--- config.mk ---
export PLATFORM = sky130hd
export DESIGN_NAME = fwcp_cmd_port
export DESIGN_NICKNAME = d
export VERILOG_FILES = /design/src/fwcp_cmd_port.v /design/src/fwcp_heartbeat.v
export VERILOG_INCLUDE_DIRS = /design/src
export SDC_FILE = /design/constraint.sdc
export NUM_CORES = 1
export LEC_CHECK = 0
export BUFFER_PORTS_ARGS = -buffer_cell sky130_fd_sc_hd__buf_4
export CORE_AREA = 2 2 191 193
export DETAILED_ROUTE_END_ITERATION = 12
export DIE_AREA = 0 0 193 195
export HOLD_SLACK_MARGIN = 0.15
export PLACE_DENSITY = 0.83
export SLEW_MARGIN = 20
export SYNTH_ARGS = -nofsm -noshare
export SYNTH_HDL_FRONTEND = slang
export SYNTH_SLANG_ARGS = --single-unit
--- constraint.sdc ---
create_clock -name sys_clk -period 5.7 [get_ports sys_clk]
set_input_delay 0.57 -clock sys_clk [delete_from_list [all_inputs] [get_ports sys_clk]]
set_output_delay 0.57 -clock sys_clk [all_outputs]
set_load 0.05 [all_outputs]
--- src/fwcp_defines.vh ---
`ifndef FWCP_DEFINES_VH
`define FWCP_DEFINES_VH

// ****
// Transmitted process image, byte offsets
// ****
`define FWCP_TX_LINK_CTL_OFS  16'h0000
`define FWCP_TX_IO_STATE_OFS  16'h0002
`define FWCP_TX_GROSS_OFS     16'h0004
`define FWCP_TX_NET_OFS       16'h0008
`define FWCP_TX_XCHG_RD_OFS   16'h000C
`define FWCP_TX_STATUS_OFS    16'h0010
`define FWCP_TX_IN_STATE_OFS  16'h0012
`define FWCP_TX_OUT_STATE_OFS 16'h0014

// ****
// Received process image, byte offsets
// ****
`define FWCP_RX_LINK_CTL_OFS  16'h0000
`define FWCP_RX_IO_CTL_OFS    16'h0002
`define FWCP_RX_CMD_OFS       16'h0004
`define FWCP_RX_OUT_DRV_OFS   16'h0006
`define FWCP_RX_XCHG_WR_OFS   16'h0008

// ****
// Station address
// ****
`define FWCP_ADDR_MIN         9'h001
`define FWCP_ADDR_MAX         9'h1FF
`define FWCP_ADDR_DEFAULT     9'h001

// ****
// Field positions
// ****
`define FWCP_DRV_FORCE_BIT    15
`define FWCP_ST_HEART_BIT     15
`define FWCP_ST_FLAG_W        13
`define FWCP_NUM_OUTS         3
`define FWCP_NUM_INS          2

// ****
// Command codes
// ****
`define FWCP_C_NONE           16'h0000
`define FWCP_C_TARE_ON        16'h0007
`define FWCP_C_ZERO           16'h0008
`define FWCP_C_TARE_OFF       16'h0009
`define FWCP_C_KEY_LOCK       16'h0015
`define FWCP_C_ALL_UNLOCK     16'h0016
`define FWCP_C_ALL_LOCK       16'h0017
`define FWCP_C_PTARE_RD       16'h0057
`define FWCP_C_PTARE_WR       16'h0058
`define FWCP_C_SP1_RD         16'h005A
`define FWCP_C_SP2_RD         16'h005B
`define FWCP_C_SP3_RD         16'h005C
`define FWCP_C_SP1_WR         16'h005D
`define FWCP_C_SP2_WR         16'h005E
`define FWCP_C_SP3_WR         16'h005F
`define FWCP_C_NVM_SAVE       16'h0063
`define FWCP_C_CAL_ZERO       16'h0064
`define FWCP_C_CAL_FIRST      16'h0065
`define FWCP_C_SAMPLE_RD      16'h0066
`define FWCP_C_SAMPLE_WR      16'h0067
`define FWCP_C_CAL_CANCEL     16'h0068
`define FWCP_C_CAL_ADD        16'h006A
`define FWCP_C_ID_SEND        16'h0078
`define FWCP_C_PW_SEND        16'h0079
`define FWCP_C_SEED_RD        16'h007A
`define FWCP_C_CRED_RD        16'h007B
`define FWCP_C_CRED_WR        16'h007C
`define FWCP_C_PTARE_EN       16'h0082

// ****
// Timing
// ****
`define FWCP_CLK_HZ           100000000
`define FWCP_HB_TIME_MS       1000
`define FWCP_HB_CYCLES        (`FWCP_HB_TIME_MS * (`FWCP_CLK_HZ / 1000))
`define FWCP_HB_CNT_W         27

// Arbitrary key for the access seed and password check
`define FWCP_ACCESS_KEY       32'h5A3C_96E1

`endif

--- src/fwcp_cmd_port.v ---
// What this block does
// Slave node only; station address 1 to 511, default 1.
// Gross weight at 0x0004, net weight at 0x0008, four bytes each.
// Status at 0x0010, inputs 0x0012, outputs 0x0014; outputs in bits 0-2.
// Master puts command at 0x0004 and output drive at 0x0006.
// First four bytes each way belong to ring link management.
// Weights unsigned with implied decimals; sign and errors in status.
// Input one in bit 0, input two in bit 1; 1 means high.
// Drive bits 0-2 set remote-mode outputs; 1 closes, 0 opens.
// Drive bit 15 gives master every output regardless of mode.
// Status bits 0-6 carry the error and range flags in order.
// Status bits 7-12 carry sign, net, stable, zero; 13-14 unused.
// Status bit 15 toggles once per second while healthy.
// Decode codes 7,8,9,21,22,23 as immediate actions.
// Separate read exchange (tx 0x000C) and write exchange (rx 0x0008).
// Read codes load the requested value into the read exchange.
// Write codes store the write exchange value on the code.
// Master sends code 0 between two equal commands.
// Codes 100,101,104,106 need qualified access, else refused.
// 100 zero tare, 101 first sample, 106 add sample, 104 cancel.
// 120 submits identity, 121 submits password, both after 124.
// After successful password, seed read returns zero.
// Setpoints volatile; copied to non-volatile store only on code 99.
// Code 130 activates the preset tare written with 88.
// Act only when command changes to a nonzero code.
// Unassigned codes change nothing.
`timescale 1ns/10ps
`include "fwcp_defines.vh"

module fwcp_cmd_port #(
  parameter [`FWCP_HB_CNT_W-1:0] HB_CYCLES = `FWCP_HB_CYCLES
) (
  input  wire        sys_clk,         // System clock, 100 MHz
  input  wire        rst_n,           // Sync reset, active low
  input  wire [8:0]  cfg_station_addr,// Configured address
  input  wire        rx_valid,        // New master image this cycle
  input  wire [15:0] rx_command_code, // Command code word
  input  wire [15:0] rx_output_drive, // Output drive word
  input  wire [31:0] rx_xchg_write,   // Write exchange word
  input  wire [31:0] gross_mag,       // Gross weight magnitude
  input  wire [31:0] net_mag,         // Net weight magnitude
  input  wire [12:0] weigh_flags,     // Status flags, bits 0-12
  input  wire        core_healthy,    // Instrument running correctly
  input  wire [1:0]  input_pins,      // Digital inputs, 1 = high
  input  wire [2:0]  local_outs,      // Setpoint-driven output levels
  input  wire [2:0]  remote_controlled_output_mode, // Per output
  output reg  [8:0]  station_addr_q,  // Station address in use
  output reg  [31:0] tx_gross_q,      // Gross weight image word
  output reg  [31:0] tx_net_q,        // Net weight image word
  output reg  [31:0] tx_xchg_read_q,  // Read exchange image word
  output reg  [15:0] tx_status_q,     // Status image word
  output reg  [15:0] tx_in_state_q,   // Input state image word
  output reg  [15:0] tx_out_state_q,  // Output state image word
  output reg  [2:0]  out_close_q,     // Output contacts, 1 = closed
  output reg  [31:0] setpoint1_q,     // Setpoint 1, volatile
  output reg  [31:0] setpoint2_q,     // Setpoint 2, volatile
  output reg  [31:0] setpoint3_q,     // Setpoint 3, volatile
  output reg  [31:0] preset_tare_q,   // Preset tare value
  output reg  [31:0] sample_wt_q,     // Calibration sample weight
  output reg         qualified_q,     // Qualified access granted
  output reg         tare_on_q,       // Pulse: tare, show net
  output reg         zero_q,          // Pulse: semi-automatic zero
  output reg         tare_off_q,      // Pulse: tare off, show gross
  output reg         key_lock_q,      // Pulse: keypad lock
  output reg         all_unlock_q,    // Pulse: keypad+display unlock
  output reg         all_lock_q,      // Pulse: keypad+display lock
  output reg         nvm_save_q,      // Pulse: copy setpoints to NVM
  output reg         ptare_en_q,      // Pulse: activate preset tare
  output reg         cal_zero_q,      // Pulse: zero tare for calibration
  output reg         cal_first_q,     // Pulse: store first sample
  output reg         cal_add_q,       // Pulse: add a sample
  output reg         cal_cancel_q,    // Pulse: cancel real calibration
  output reg         refused_q        // Pulse: command needed access
);

  // ****
  // Access sequence states
  // ****
  localparam [2:0] ACC_IDLE    = 3'b001;
  localparam [2:0] ACC_ID_SENT = 3'b010;
  localparam [2:0] ACC_GRANTED = 3'b100;

  reg [2:0]  acc_q;
  reg [2:0]  acc_d;

  reg [15:0] cmd_last_q;

  reg [31:0] cred_q;
  reg [31:0] seed_q;
  reg [31:0] seed_d;

  reg        heart_q;

  wire       hb_tick;
  wire       cmd_new;

  // ****
  // Helper functions
  // ****

  // Codes that only run under qualified access
  function needs_access;
    input [15:0] code;
    begin
      needs_access = (code == `FWCP_C_CAL_ZERO)   ||
                     (code == `FWCP_C_CAL_FIRST)  ||
                     (code == `FWCP_C_CAL_CANCEL) ||
                     (code == `FWCP_C_CAL_ADD);
    end
  endfunction

  // Scramble used both for the seed and for the expected password
  function [31:0] scramble;
    input [31:0] v;
    begin
      scramble = {v[18:0], v[31:19]} ^ `FWCP_ACCESS_KEY;
    end
  endfunction

  // Output level: master forces all, else only remote-mode outputs
  function [2:0] drive_mux;
    input [15:0] drv;
    input [2:0]  mode;
    input [2:0]  loc;
    integer      i;

    begin
      drive_mux = 3'h0;
      for (i = 0; i < `FWCP_NUM_OUTS; i = i + 1) begin
        if (drv[`FWCP_DRV_FORCE_BIT] || mode[i])
          drive_mux[i] = drv[i];
        else
          drive_mux[i] = loc[i];
      end
    end
  endfunction

  // ****
  // Heartbeat divider
  // ****
  // Counts only while the core reports healthy
  fwcp_heartbeat #(
    .PERIOD (HB_CYCLES)
  ) u_heartbeat (
    .sys_clk (sys_clk),
    .rst_n   (rst_n),
    .run     (core_healthy),
    .tick    (hb_tick)
  );

  // Toggle once per tick; a faulty core freezes the bit
  always @(posedge sys_clk) begin
    if (!rst_n)
      heart_q <= 1'b0;
    else if (hb_tick && core_healthy)
      heart_q <= ~heart_q;
  end

  // ****
  // Station address
  // ****

  // Zero is not a legal slave address, fall back to the default
  always @(posedge sys_clk) begin
    if (!rst_n)
      station_addr_q <= `FWCP_ADDR_DEFAULT;
    else if (cfg_station_addr < `FWCP_ADDR_MIN)
      station_addr_q <= `FWCP_ADDR_DEFAULT;
    else
      station_addr_q <= cfg_station_addr;
  end

  // ****
  // Transmitted image words
  // ****

  // Link words at 0x0000-0x0003 are left to the ring controller, see
  always @(posedge sys_clk) begin
    if (!rst_n) begin
      tx_gross_q     <= 32'h0000_0000;
      tx_net_q       <= 32'h0000_0000;
      tx_status_q    <= 16'h0000;
      tx_in_state_q  <= 16'h0000;
      tx_out_state_q <= 16'h0000;
      out_close_q    <= 3'h0;
    end else begin
      tx_gross_q  <= gross_mag;
      tx_net_q    <= net_mag;
      tx_status_q <= {heart_q, 2'b00, weigh_flags};
      tx_in_state_q <= {14'h0000, input_pins};
      out_close_q <= drive_mux(rx_output_drive,
                               remote_controlled_output_mode,
                               local_outs);
      tx_out_state_q <= {13'h0000, out_close_q};
    end
  end

  // ****
  // Command change detection
  // ****

  // A repeated value is no request; the master must pass through 0
  assign cmd_new = rx_valid && (rx_command_code != cmd_last_q) &&
                   (rx_command_code != `FWCP_C_NONE);

  // Last code taken, zero included, so 0 rearms a repeat
  always @(posedge sys_clk) begin
    if (!rst_n)
      cmd_last_q <= `FWCP_C_NONE;
    else if (rx_valid)
      cmd_last_q <= rx_command_code;
  end

  // ****
  // Access sequence next state
  // ****
  always @* begin
    acc_d  = acc_q;
    seed_d = seed_q;
    if (cmd_new) begin
      case (acc_q)
        ACC_IDLE: begin
          if (rx_command_code == `FWCP_C_ID_SEND) begin
            acc_d  = ACC_ID_SENT;
            seed_d = scramble(cred_q);
          end
        end
        ACC_ID_SENT: begin
          if (rx_command_code == `FWCP_C_PW_SEND) begin
            if (cred_q == scramble(seed_q)) begin
              acc_d  = ACC_GRANTED;
              seed_d = 32'h0000_0000;
            end else begin
              acc_d = ACC_IDLE;
            end
          end else if (rx_command_code == `FWCP_C_ID_SEND) begin
            seed_d = scramble(cred_q);
          end
        end
        ACC_GRANTED: begin
          acc_d = ACC_GRANTED;
        end
        default: begin
          acc_d  = ACC_IDLE;
          seed_d = 32'h0000_0000;
        end
      endcase
    end
  end

  // Access is lost only at reset, as at instrument power off
  always @(posedge sys_clk) begin
    if (!rst_n) begin
      acc_q       <= ACC_IDLE;
      seed_q      <= 32'h0000_0000;
      qualified_q <= 1'b0;
    end else begin
      acc_q       <= acc_d;
      seed_q      <= seed_d;
      qualified_q <= (acc_d == ACC_GRANTED);
    end
  end

  // ****
  // Command execution
  // ****

  // Action pulses last one cycle; stores change only on their code
  always @(posedge sys_clk) begin
    if (!rst_n) begin
      tx_xchg_read_q <= 32'h0000_0000;
      setpoint1_q    <= 32'h0000_0000;
      setpoint2_q    <= 32'h0000_0000;
      setpoint3_q    <= 32'h0000_0000;
      preset_tare_q  <= 32'h0000_0000;
      sample_wt_q    <= 32'h0000_0000;
      cred_q         <= 32'h0000_0000;

      tare_on_q      <= 1'b0;
      zero_q         <= 1'b0;
      tare_off_q     <= 1'b0;
      key_lock_q     <= 1'b0;
      all_unlock_q   <= 1'b0;
      all_lock_q     <= 1'b0;
      nvm_save_q     <= 1'b0;
      ptare_en_q     <= 1'b0;
      cal_zero_q     <= 1'b0;
      cal_first_q    <= 1'b0;
      cal_add_q      <= 1'b0;
      cal_cancel_q   <= 1'b0;
      refused_q      <= 1'b0;
    end else begin
      tare_on_q    <= 1'b0;
      zero_q       <= 1'b0;
      tare_off_q   <= 1'b0;
      key_lock_q   <= 1'b0;
      all_unlock_q <= 1'b0;
      all_lock_q   <= 1'b0;
      nvm_save_q   <= 1'b0;
      ptare_en_q   <= 1'b0;
      cal_zero_q   <= 1'b0;
      cal_first_q  <= 1'b0;
      cal_add_q    <= 1'b0;
      cal_cancel_q <= 1'b0;
      refused_q    <= 1'b0;

      if (cmd_new && needs_access(rx_command_code) && !qualified_q) begin
        refused_q <= 1'b1;
      end else if (cmd_new) begin
        case (rx_command_code)
          `FWCP_C_TARE_ON:    tare_on_q    <= 1'b1;
          `FWCP_C_ZERO:       zero_q       <= 1'b1;
          `FWCP_C_TARE_OFF:   tare_off_q   <= 1'b1;
          `FWCP_C_KEY_LOCK:   key_lock_q   <= 1'b1;
          `FWCP_C_ALL_UNLOCK: all_unlock_q <= 1'b1;
          `FWCP_C_ALL_LOCK:   all_lock_q   <= 1'b1;
          `FWCP_C_PTARE_RD:   tx_xchg_read_q <= preset_tare_q;
          `FWCP_C_SP1_RD:     tx_xchg_read_q <= setpoint1_q;
          `FWCP_C_SP2_RD:     tx_xchg_read_q <= setpoint2_q;
          `FWCP_C_SP3_RD:     tx_xchg_read_q <= setpoint3_q;
          `FWCP_C_SAMPLE_RD:  tx_xchg_read_q <= sample_wt_q;
          `FWCP_C_SEED_RD:    tx_xchg_read_q <= seed_q;
          `FWCP_C_CRED_RD:    tx_xchg_read_q <= cred_q;
          `FWCP_C_PTARE_WR:   preset_tare_q <= rx_xchg_write;
          `FWCP_C_SP1_WR:     setpoint1_q   <= rx_xchg_write;
          `FWCP_C_SP2_WR:     setpoint2_q   <= rx_xchg_write;
          `FWCP_C_SP3_WR:     setpoint3_q   <= rx_xchg_write;
          `FWCP_C_SAMPLE_WR:  sample_wt_q   <= rx_xchg_write;
          // Stored even before access: the access steps depend on it
          `FWCP_C_CRED_WR:    cred_q <= rx_xchg_write;
          `FWCP_C_NVM_SAVE:   nvm_save_q   <= 1'b1;
          `FWCP_C_PTARE_EN:   ptare_en_q   <= 1'b1;
          `FWCP_C_CAL_ZERO:   cal_zero_q   <= 1'b1;
          `FWCP_C_CAL_FIRST:  cal_first_q  <= 1'b1;
          `FWCP_C_CAL_ADD:    cal_add_q    <= 1'b1;
          `FWCP_C_CAL_CANCEL: cal_cancel_q <= 1'b1;
          default: begin
            refused_q <= 1'b0;
          end
        endcase
      end
    end
  end

endmodule

--- src/fwcp_heartbeat.v ---
`timescale 1ns/10ps
`include "fwcp_defines.vh"

// ****
// Once-per-period tick divider
// ****
module fwcp_heartbeat #(
  parameter [`FWCP_HB_CNT_W-1:0] PERIOD = `FWCP_HB_CYCLES
) (
  input  wire sys_clk,  // System clock
  input  wire rst_n,    // Sync reset, active low
  input  wire run,      // Count while high
  output reg  tick      // One-cycle pulse per period
);

  reg [`FWCP_HB_CNT_W-1:0] cnt_q;

  // Counter holds while not running, so a stalled core stops the tick
  always @(posedge sys_clk) begin
    if (!rst_n) begin
      cnt_q <= {`FWCP_HB_CNT_W{1'b0}};
      tick  <= 1'b0;
    end else if (run) begin
      if (cnt_q == PERIOD - 1'b1) begin
        cnt_q <= {`FWCP_HB_CNT_W{1'b0}};
        tick  <= 1'b1;
      end else begin
        cnt_q <= cnt_q + 1'b1;
        tick  <= 1'b0;
      end
    end else begin
      tick <= 1'b0;
    end
  end

endmodule

; ---- Yosys cells after proc, flatten, opt, wreduce, memory -nomap -nowiden
; Index checks and enable logic that the tools add are counted.
[totals]
reg_bits = 442
out_inout_bits = 330
in_bits = 162
wordCells = 134
[op_classes]
mux = 28
n_reduce_logical = 25
n_bitwise = 7
n_lt_le_gt_ge = 1
add_sub_neg = 1
eq_ne = 35
[ops]
columns = op, count
row1 = "equality test 16 x 7 -> 1 bit, second input constant", 20
row2 = one-hot mux 32 bit (7 select lines), 1
row3 = two-way mux 32 bit, 3
row4 = one-hot mux 32 bit (3 select lines), 1
row5 = "equality test 16 x 5 -> 1 bit, second input constant", 3
row6 = "equality test 16 x 4 -> 1 bit, second input constant", 2
row7 = equality test 32 bit, 1
row8 = inverter 16 bit, 2
row9 = "adder 27 x 1 -> 27 bit, second input constant", 1
row10 = "equality test 27 bit, second input constant", 1
row11 = two-way mux 27 bit, 1
row12 = AND reduction 3 bit, 8
row13 = two-way mux 1 bit, 17
row14 = "equality test 16 x 3 -> 1 bit, second input constant", 1
row15 = "equality test 16 x 8 -> 1 bit, second input constant", 1
row16 = != test 16 bit, 1
row17 = nonzero test 16 bit, 1
row18 = two-way mux 3 bit, 4
row19 = "< comparator 9 x 1 -> 1 bit, second input constant", 1
row20 = one-hot mux 3 bit (3 select lines), 1
row21 = nonzero test 7 bit, 1
row22 = "equality test 3 bit, second input constant", 2
row23 = logical OR 1 bit, 6
row24 = logical AND 1 bit, 5
row25 = 8 further kinds, 12

; ---- Depth between registers and ports, before layout
[depth]
word_depth = 8
mapped_depth = 10
depth_no_buf = 6

; ---- Hierarchy
; From an unflattened synthesis, not the netlist that was laid out.
[unflattened]
hier_cells = 1827
hier_area_um2 = 16230.6
[by_module_without_submodules]
columns = module, area_each_um2, cells_each, n_inst
row1 = fwcp_cmd_port, 14888.0, 1674, 1
row2 = fwcp_heartbeat, 1342.5, 153, 1

; ---- Worst setup path before layout
; No wires, ideal clock.
[synth_path]
path_type = input-to-reg
start = input rx_command_code[5]
end = register preset_tare_q[10]
t_arrival_ps = 2466
t_required_ps = 5628
cell_stages = 7
path_slack_ps = 3163
path_buffers = 3
setup_ps = 72
cell_sequence = buf_2 or4bb_1 or3_1 buf_4 nor4b_4 buf_6 mux2i_1
[synth_between]
elab_chain_cells = 8
elab_cells_between_ends = 16
cone_classes = 6 x eq/ne / 1 x bitwise / 9 x reduce/logical
[synth_rtl]
columns = item, line
row1 = start: declaration, fwcp_cmd_port.v:37  ; input wire [15:0] rx_command_code,
row2 = equality test 16 x 7 -> 1 bit, --
row3 = logical OR 1 bit (3 in series), fwcp_cmd_port.v:105  ; needs_access = (code == `FWCP_C_CAL_ZERO) ||
row4 = logical AND 1 bit (2 in series), fwcp_cmd_port.v:307  ; if (cmd_new && needs_access(rx_command_code) && !qualified_q) begin
row5 = inverter 1 bit (no source line), --
row6 = AND reduction 3 bit (no source line) (*), --
row7 = end signal: assignment, fwcp_cmd_port.v:324  ; `FWCP_C_PTARE_WR: preset_tare_q <= rx_xchg_write;
row8 = end: declaration, fwcp_cmd_port.v:58  ; output reg [31:0] preset_tare_q,
; Mark *: on every way between the ends. The rest lies on a longest branch, timed or not.
; A chain may end at the register's enable or synchronous reset.

; ---- Final worst setup path
[layout_path]
start = input rx_command_code[8]
end = register cred_q[4]
[layout_between]
elab_chain_cells = 8
elab_cells_between_ends = 16
cone_classes = 6 x eq/ne / 1 x bitwise / 9 x reduce/logical
[layout_rtl]
columns = item, line
row1 = equality test 16 x 7 -> 1 bit, --
row2 = logical OR 1 bit (3 in series), fwcp_cmd_port.v:105
row3 = logical AND 1 bit (2 in series), fwcp_cmd_port.v:307
row4 = inverter 1 bit (no source line), --
row5 = AND reduction 3 bit (no source line) (*), --
row6 = end signal: assignment, fwcp_cmd_port.v:330  ; `FWCP_C_CRED_WR: cred_q <= rx_xchg_write;
row7 = end: declaration, fwcp_cmd_port.v:88  ; reg [31:0] cred_q;
; Marked as above.

==> impl_metrics.toml <==
[layout]
stdcell_count = 2555
area_growth_pct = 30.8
fin_nets = 2223
drive_gt1_frac = 0.270
utilization = 0.611
antenna_cells = 0
final_area_um2 = 21600

[place]
portBuffers = 450
dp_slack_ps = 2060
place_area_um2 = 20000
place.gp.congestion = 0.938
dp_hpwl_mm = 37.9
dp.cells = 2474

[synthesis]
synth_top_area_share = 0.500
synth_top_family_by_area = "simple AND/OR/NAND/NOR gates"
syn_area_um2 = 16500
synthDistinctLibCells = 61
ys.flop_type = "dfxtp_1"
yosysTopAreaCell = "dfxtp_1"
yosys-mux-area-fraction = 0.126
ys_seq_area_frac = 0.500
ys_ff_latch = 413
syn_avg_cell_area_um2 = 9.94
synthTopCellsByArea = "dfxtp_1 50%, mux2i_1 13%, nand2_1 4.9%, nor2_1 3.8%, and2_1 3.6%"
yosys.area_share.xor_xnor = 0.0398
yosysWarnings = 0
yosys.area_share.simple = 0.177
async_flop_share = 0
synth_compound_area_frac = 0.106
synth_adder_area_share = 0.000757
synth_edf_count = 0
syn_inst = 1662

[detailed_routing]
routed_wl_mm = 53.5
wire_per_inst_um = 20.9
vias_per_cell = 5.52
drt_iter0_markers = 1030
vias = 14100
drc = 0
firstDrtPassIters = 5
antenna_left = 0

[floorplan]
start_util = 0.467
fp.dieW_um = 193
die_area_um2 = 37600
rows = 69
coreArea_um2 = 35400
die_height_um = 195
num_io_pins = 492

[worst_setup_path]
cp_top_family = "simple AND/OR/NAND/NOR gates"
worstPathArrival_ps = 3440
cp.buffers_inverters = 3
cp-end-kind = "flop"
path_class = "input pin to flop"
cp.required_ps = 6120
worstPathCellList = "buf_4, nor4_4, nand4_1, buf_4, nor4b_4, buf_4, mux2i_1, nor2_1"
critPathMaxFanout = 32
critPathSlowestCell = "nand4_1"
worstSetupStartpointType = "input pin"
crit_top_cell = "buf_4"
cpPeakStageDelay_ps = 730

[clock_tree]
ctsResizeCount = 0
clk_pin_slew_ps = 60
cts_hold_buffers = 0
cts_made_buffers = 44
cts_max_level = 2
root_buffer = "clkbuf_16"
cts.sink_count = 413
cts_setup_buffers = 0
tritoncts = "built"
clock_latency_ps = 590
clockBufferDepth = 3

[sta]
finClkSkew_ps = 29.7
worst_pin_slew_ps = 992
finalHoldViolCount = 0
rsz0062_at_grt = "false"
setup_tns_ps = 0
finalSetupViolations = 0
worst_slack_ps = 2680
slew_violations = 0
slew-limit-headroom = 0.338
holdWs_ps = 182
fmax_mhz = 331
min_period_ps = 3020
period_share = 0.530

[pwr]
p_comb_frac = 0.076
p_total_mw = 6.50
ir_drop_mv = 0.274
p_per_area_nw_per_um2 = 301
pwr-share-seq = 0.454
p_int_mw = 4.93
power.switching_mw = 1.57
power_frac_clock = 0.470
power_leakage_nw = 8.85
swShare = 0.242

[global_routing]
grt_pass1_vias = 14000
grt_pass1_wl_mm = 79.8
grt_usage = 0.273
grt_max_degree = 104
antenna_found_initial = 0
grt_overflow_total = 0

[outcome]
status = "finished, final reports clean"

[worst_hold_path]
hp-class = "input pin to flop"

[job]
maxCapViolCount = 0
routing by layer:
layer / routed length (um) / part of all wire / vias up / track usage
met5: 0 / 0 / - / 0
met4: 2400 / 0.045 / 0 / 0.137
met3: 3920 / 0.073 / 143 / 0.0500
met2: 26200 / 0.49 / 596 / 0.471
met1: 21000 / 0.39 / 6813 / 0.324
li1: - / - / 6560 / -
cell families after synthesis:
logic type / count (synthesis)
buf+inv: 155
compound gates: 215
xor+xnor: 75
fa+ha+maj: 1
other cells: 1
simple gates: 594
mux: 208
flops: 413
final timing paths:
check                         startpoint                           end  slack [ps]  cells after the start
max                   rx_command_code[8]        cred_q[4]$_SDFFE_PN0P_        2680                      8
min                      weigh_flags[10]    tx_status_q[10]$_SDFF_PN0_         180                      2
max reg2reg  cmd_last_q[11]$_SDFFE_PN0P_  setpoint2_q[25]$_SDFFE_PN0P_        3010                      7
min reg2reg      cred_q[31]$_SDFFE_PN0P_       seed_q[12]$_SDFFE_PN0P_         470                      1
final cells by class:
cell class	count	area, um^2
clock buffers	63	1300
flip-flops and latches	413	8270
clock inverters	17	272
repair buffers	469	3550
multi-input cells	1122	7610
inverters	10	38.8
well taps	461	577
fillers	2875	13800
synth_stat cells, types with 18 or more instances:
master,count
dfxtp_1,413
nand2_1,214
mux2i_1,208
nor2_1,168
and2_1,94
clkbuf_1,83
xnor2_1,51
buf_4,43
a21oi_1,38
a22oi_1,33
o211a_1,33
a222oi_1,32
o2111ai_1,31
xor2_1,24
nand4_1,19
nor4_1,18
power by group through the flow:
stage,Clock (mW),Sequential [mW],Combinational (mW)
global placement,0,3.01,0.485
CTS,3.10,2.95,0.494
detailed placement,0,3.01,0.493
finish,3.06,2.95,0.494
floorplan,0,3.13,0.189
global route,3.22,2.95,0.521
worst register-to-register path, delay by kind of cell (launching register included):
family / cells / cell delay, ps
xor+xnor: 1 / 200
buf+inv: 1 / 360
flops: 1 / 320
mux: 1 / 240
simple gates: 4 / 1420
cell usage in the layout (no fill, tap or decap), types with 32 or more instances in the layout:
| master | n |
|---|---|
| a21oi_1 | 38 |
| a222oi_1 | 32 |
| a22oi_1 | 33 |
| and2_1 | 94 |
| buf_4 | 467 |
| clkbuf_16 | 44 |
| dfxtp_1 | 413 |
| mux2i_1 | 208 |
| nand2_1 | 214 |
| nor2_1 | 168 |
| o211a_1 | 33 |
| xnor2_1 | 51 |
(Power assumes the default switching activity.)
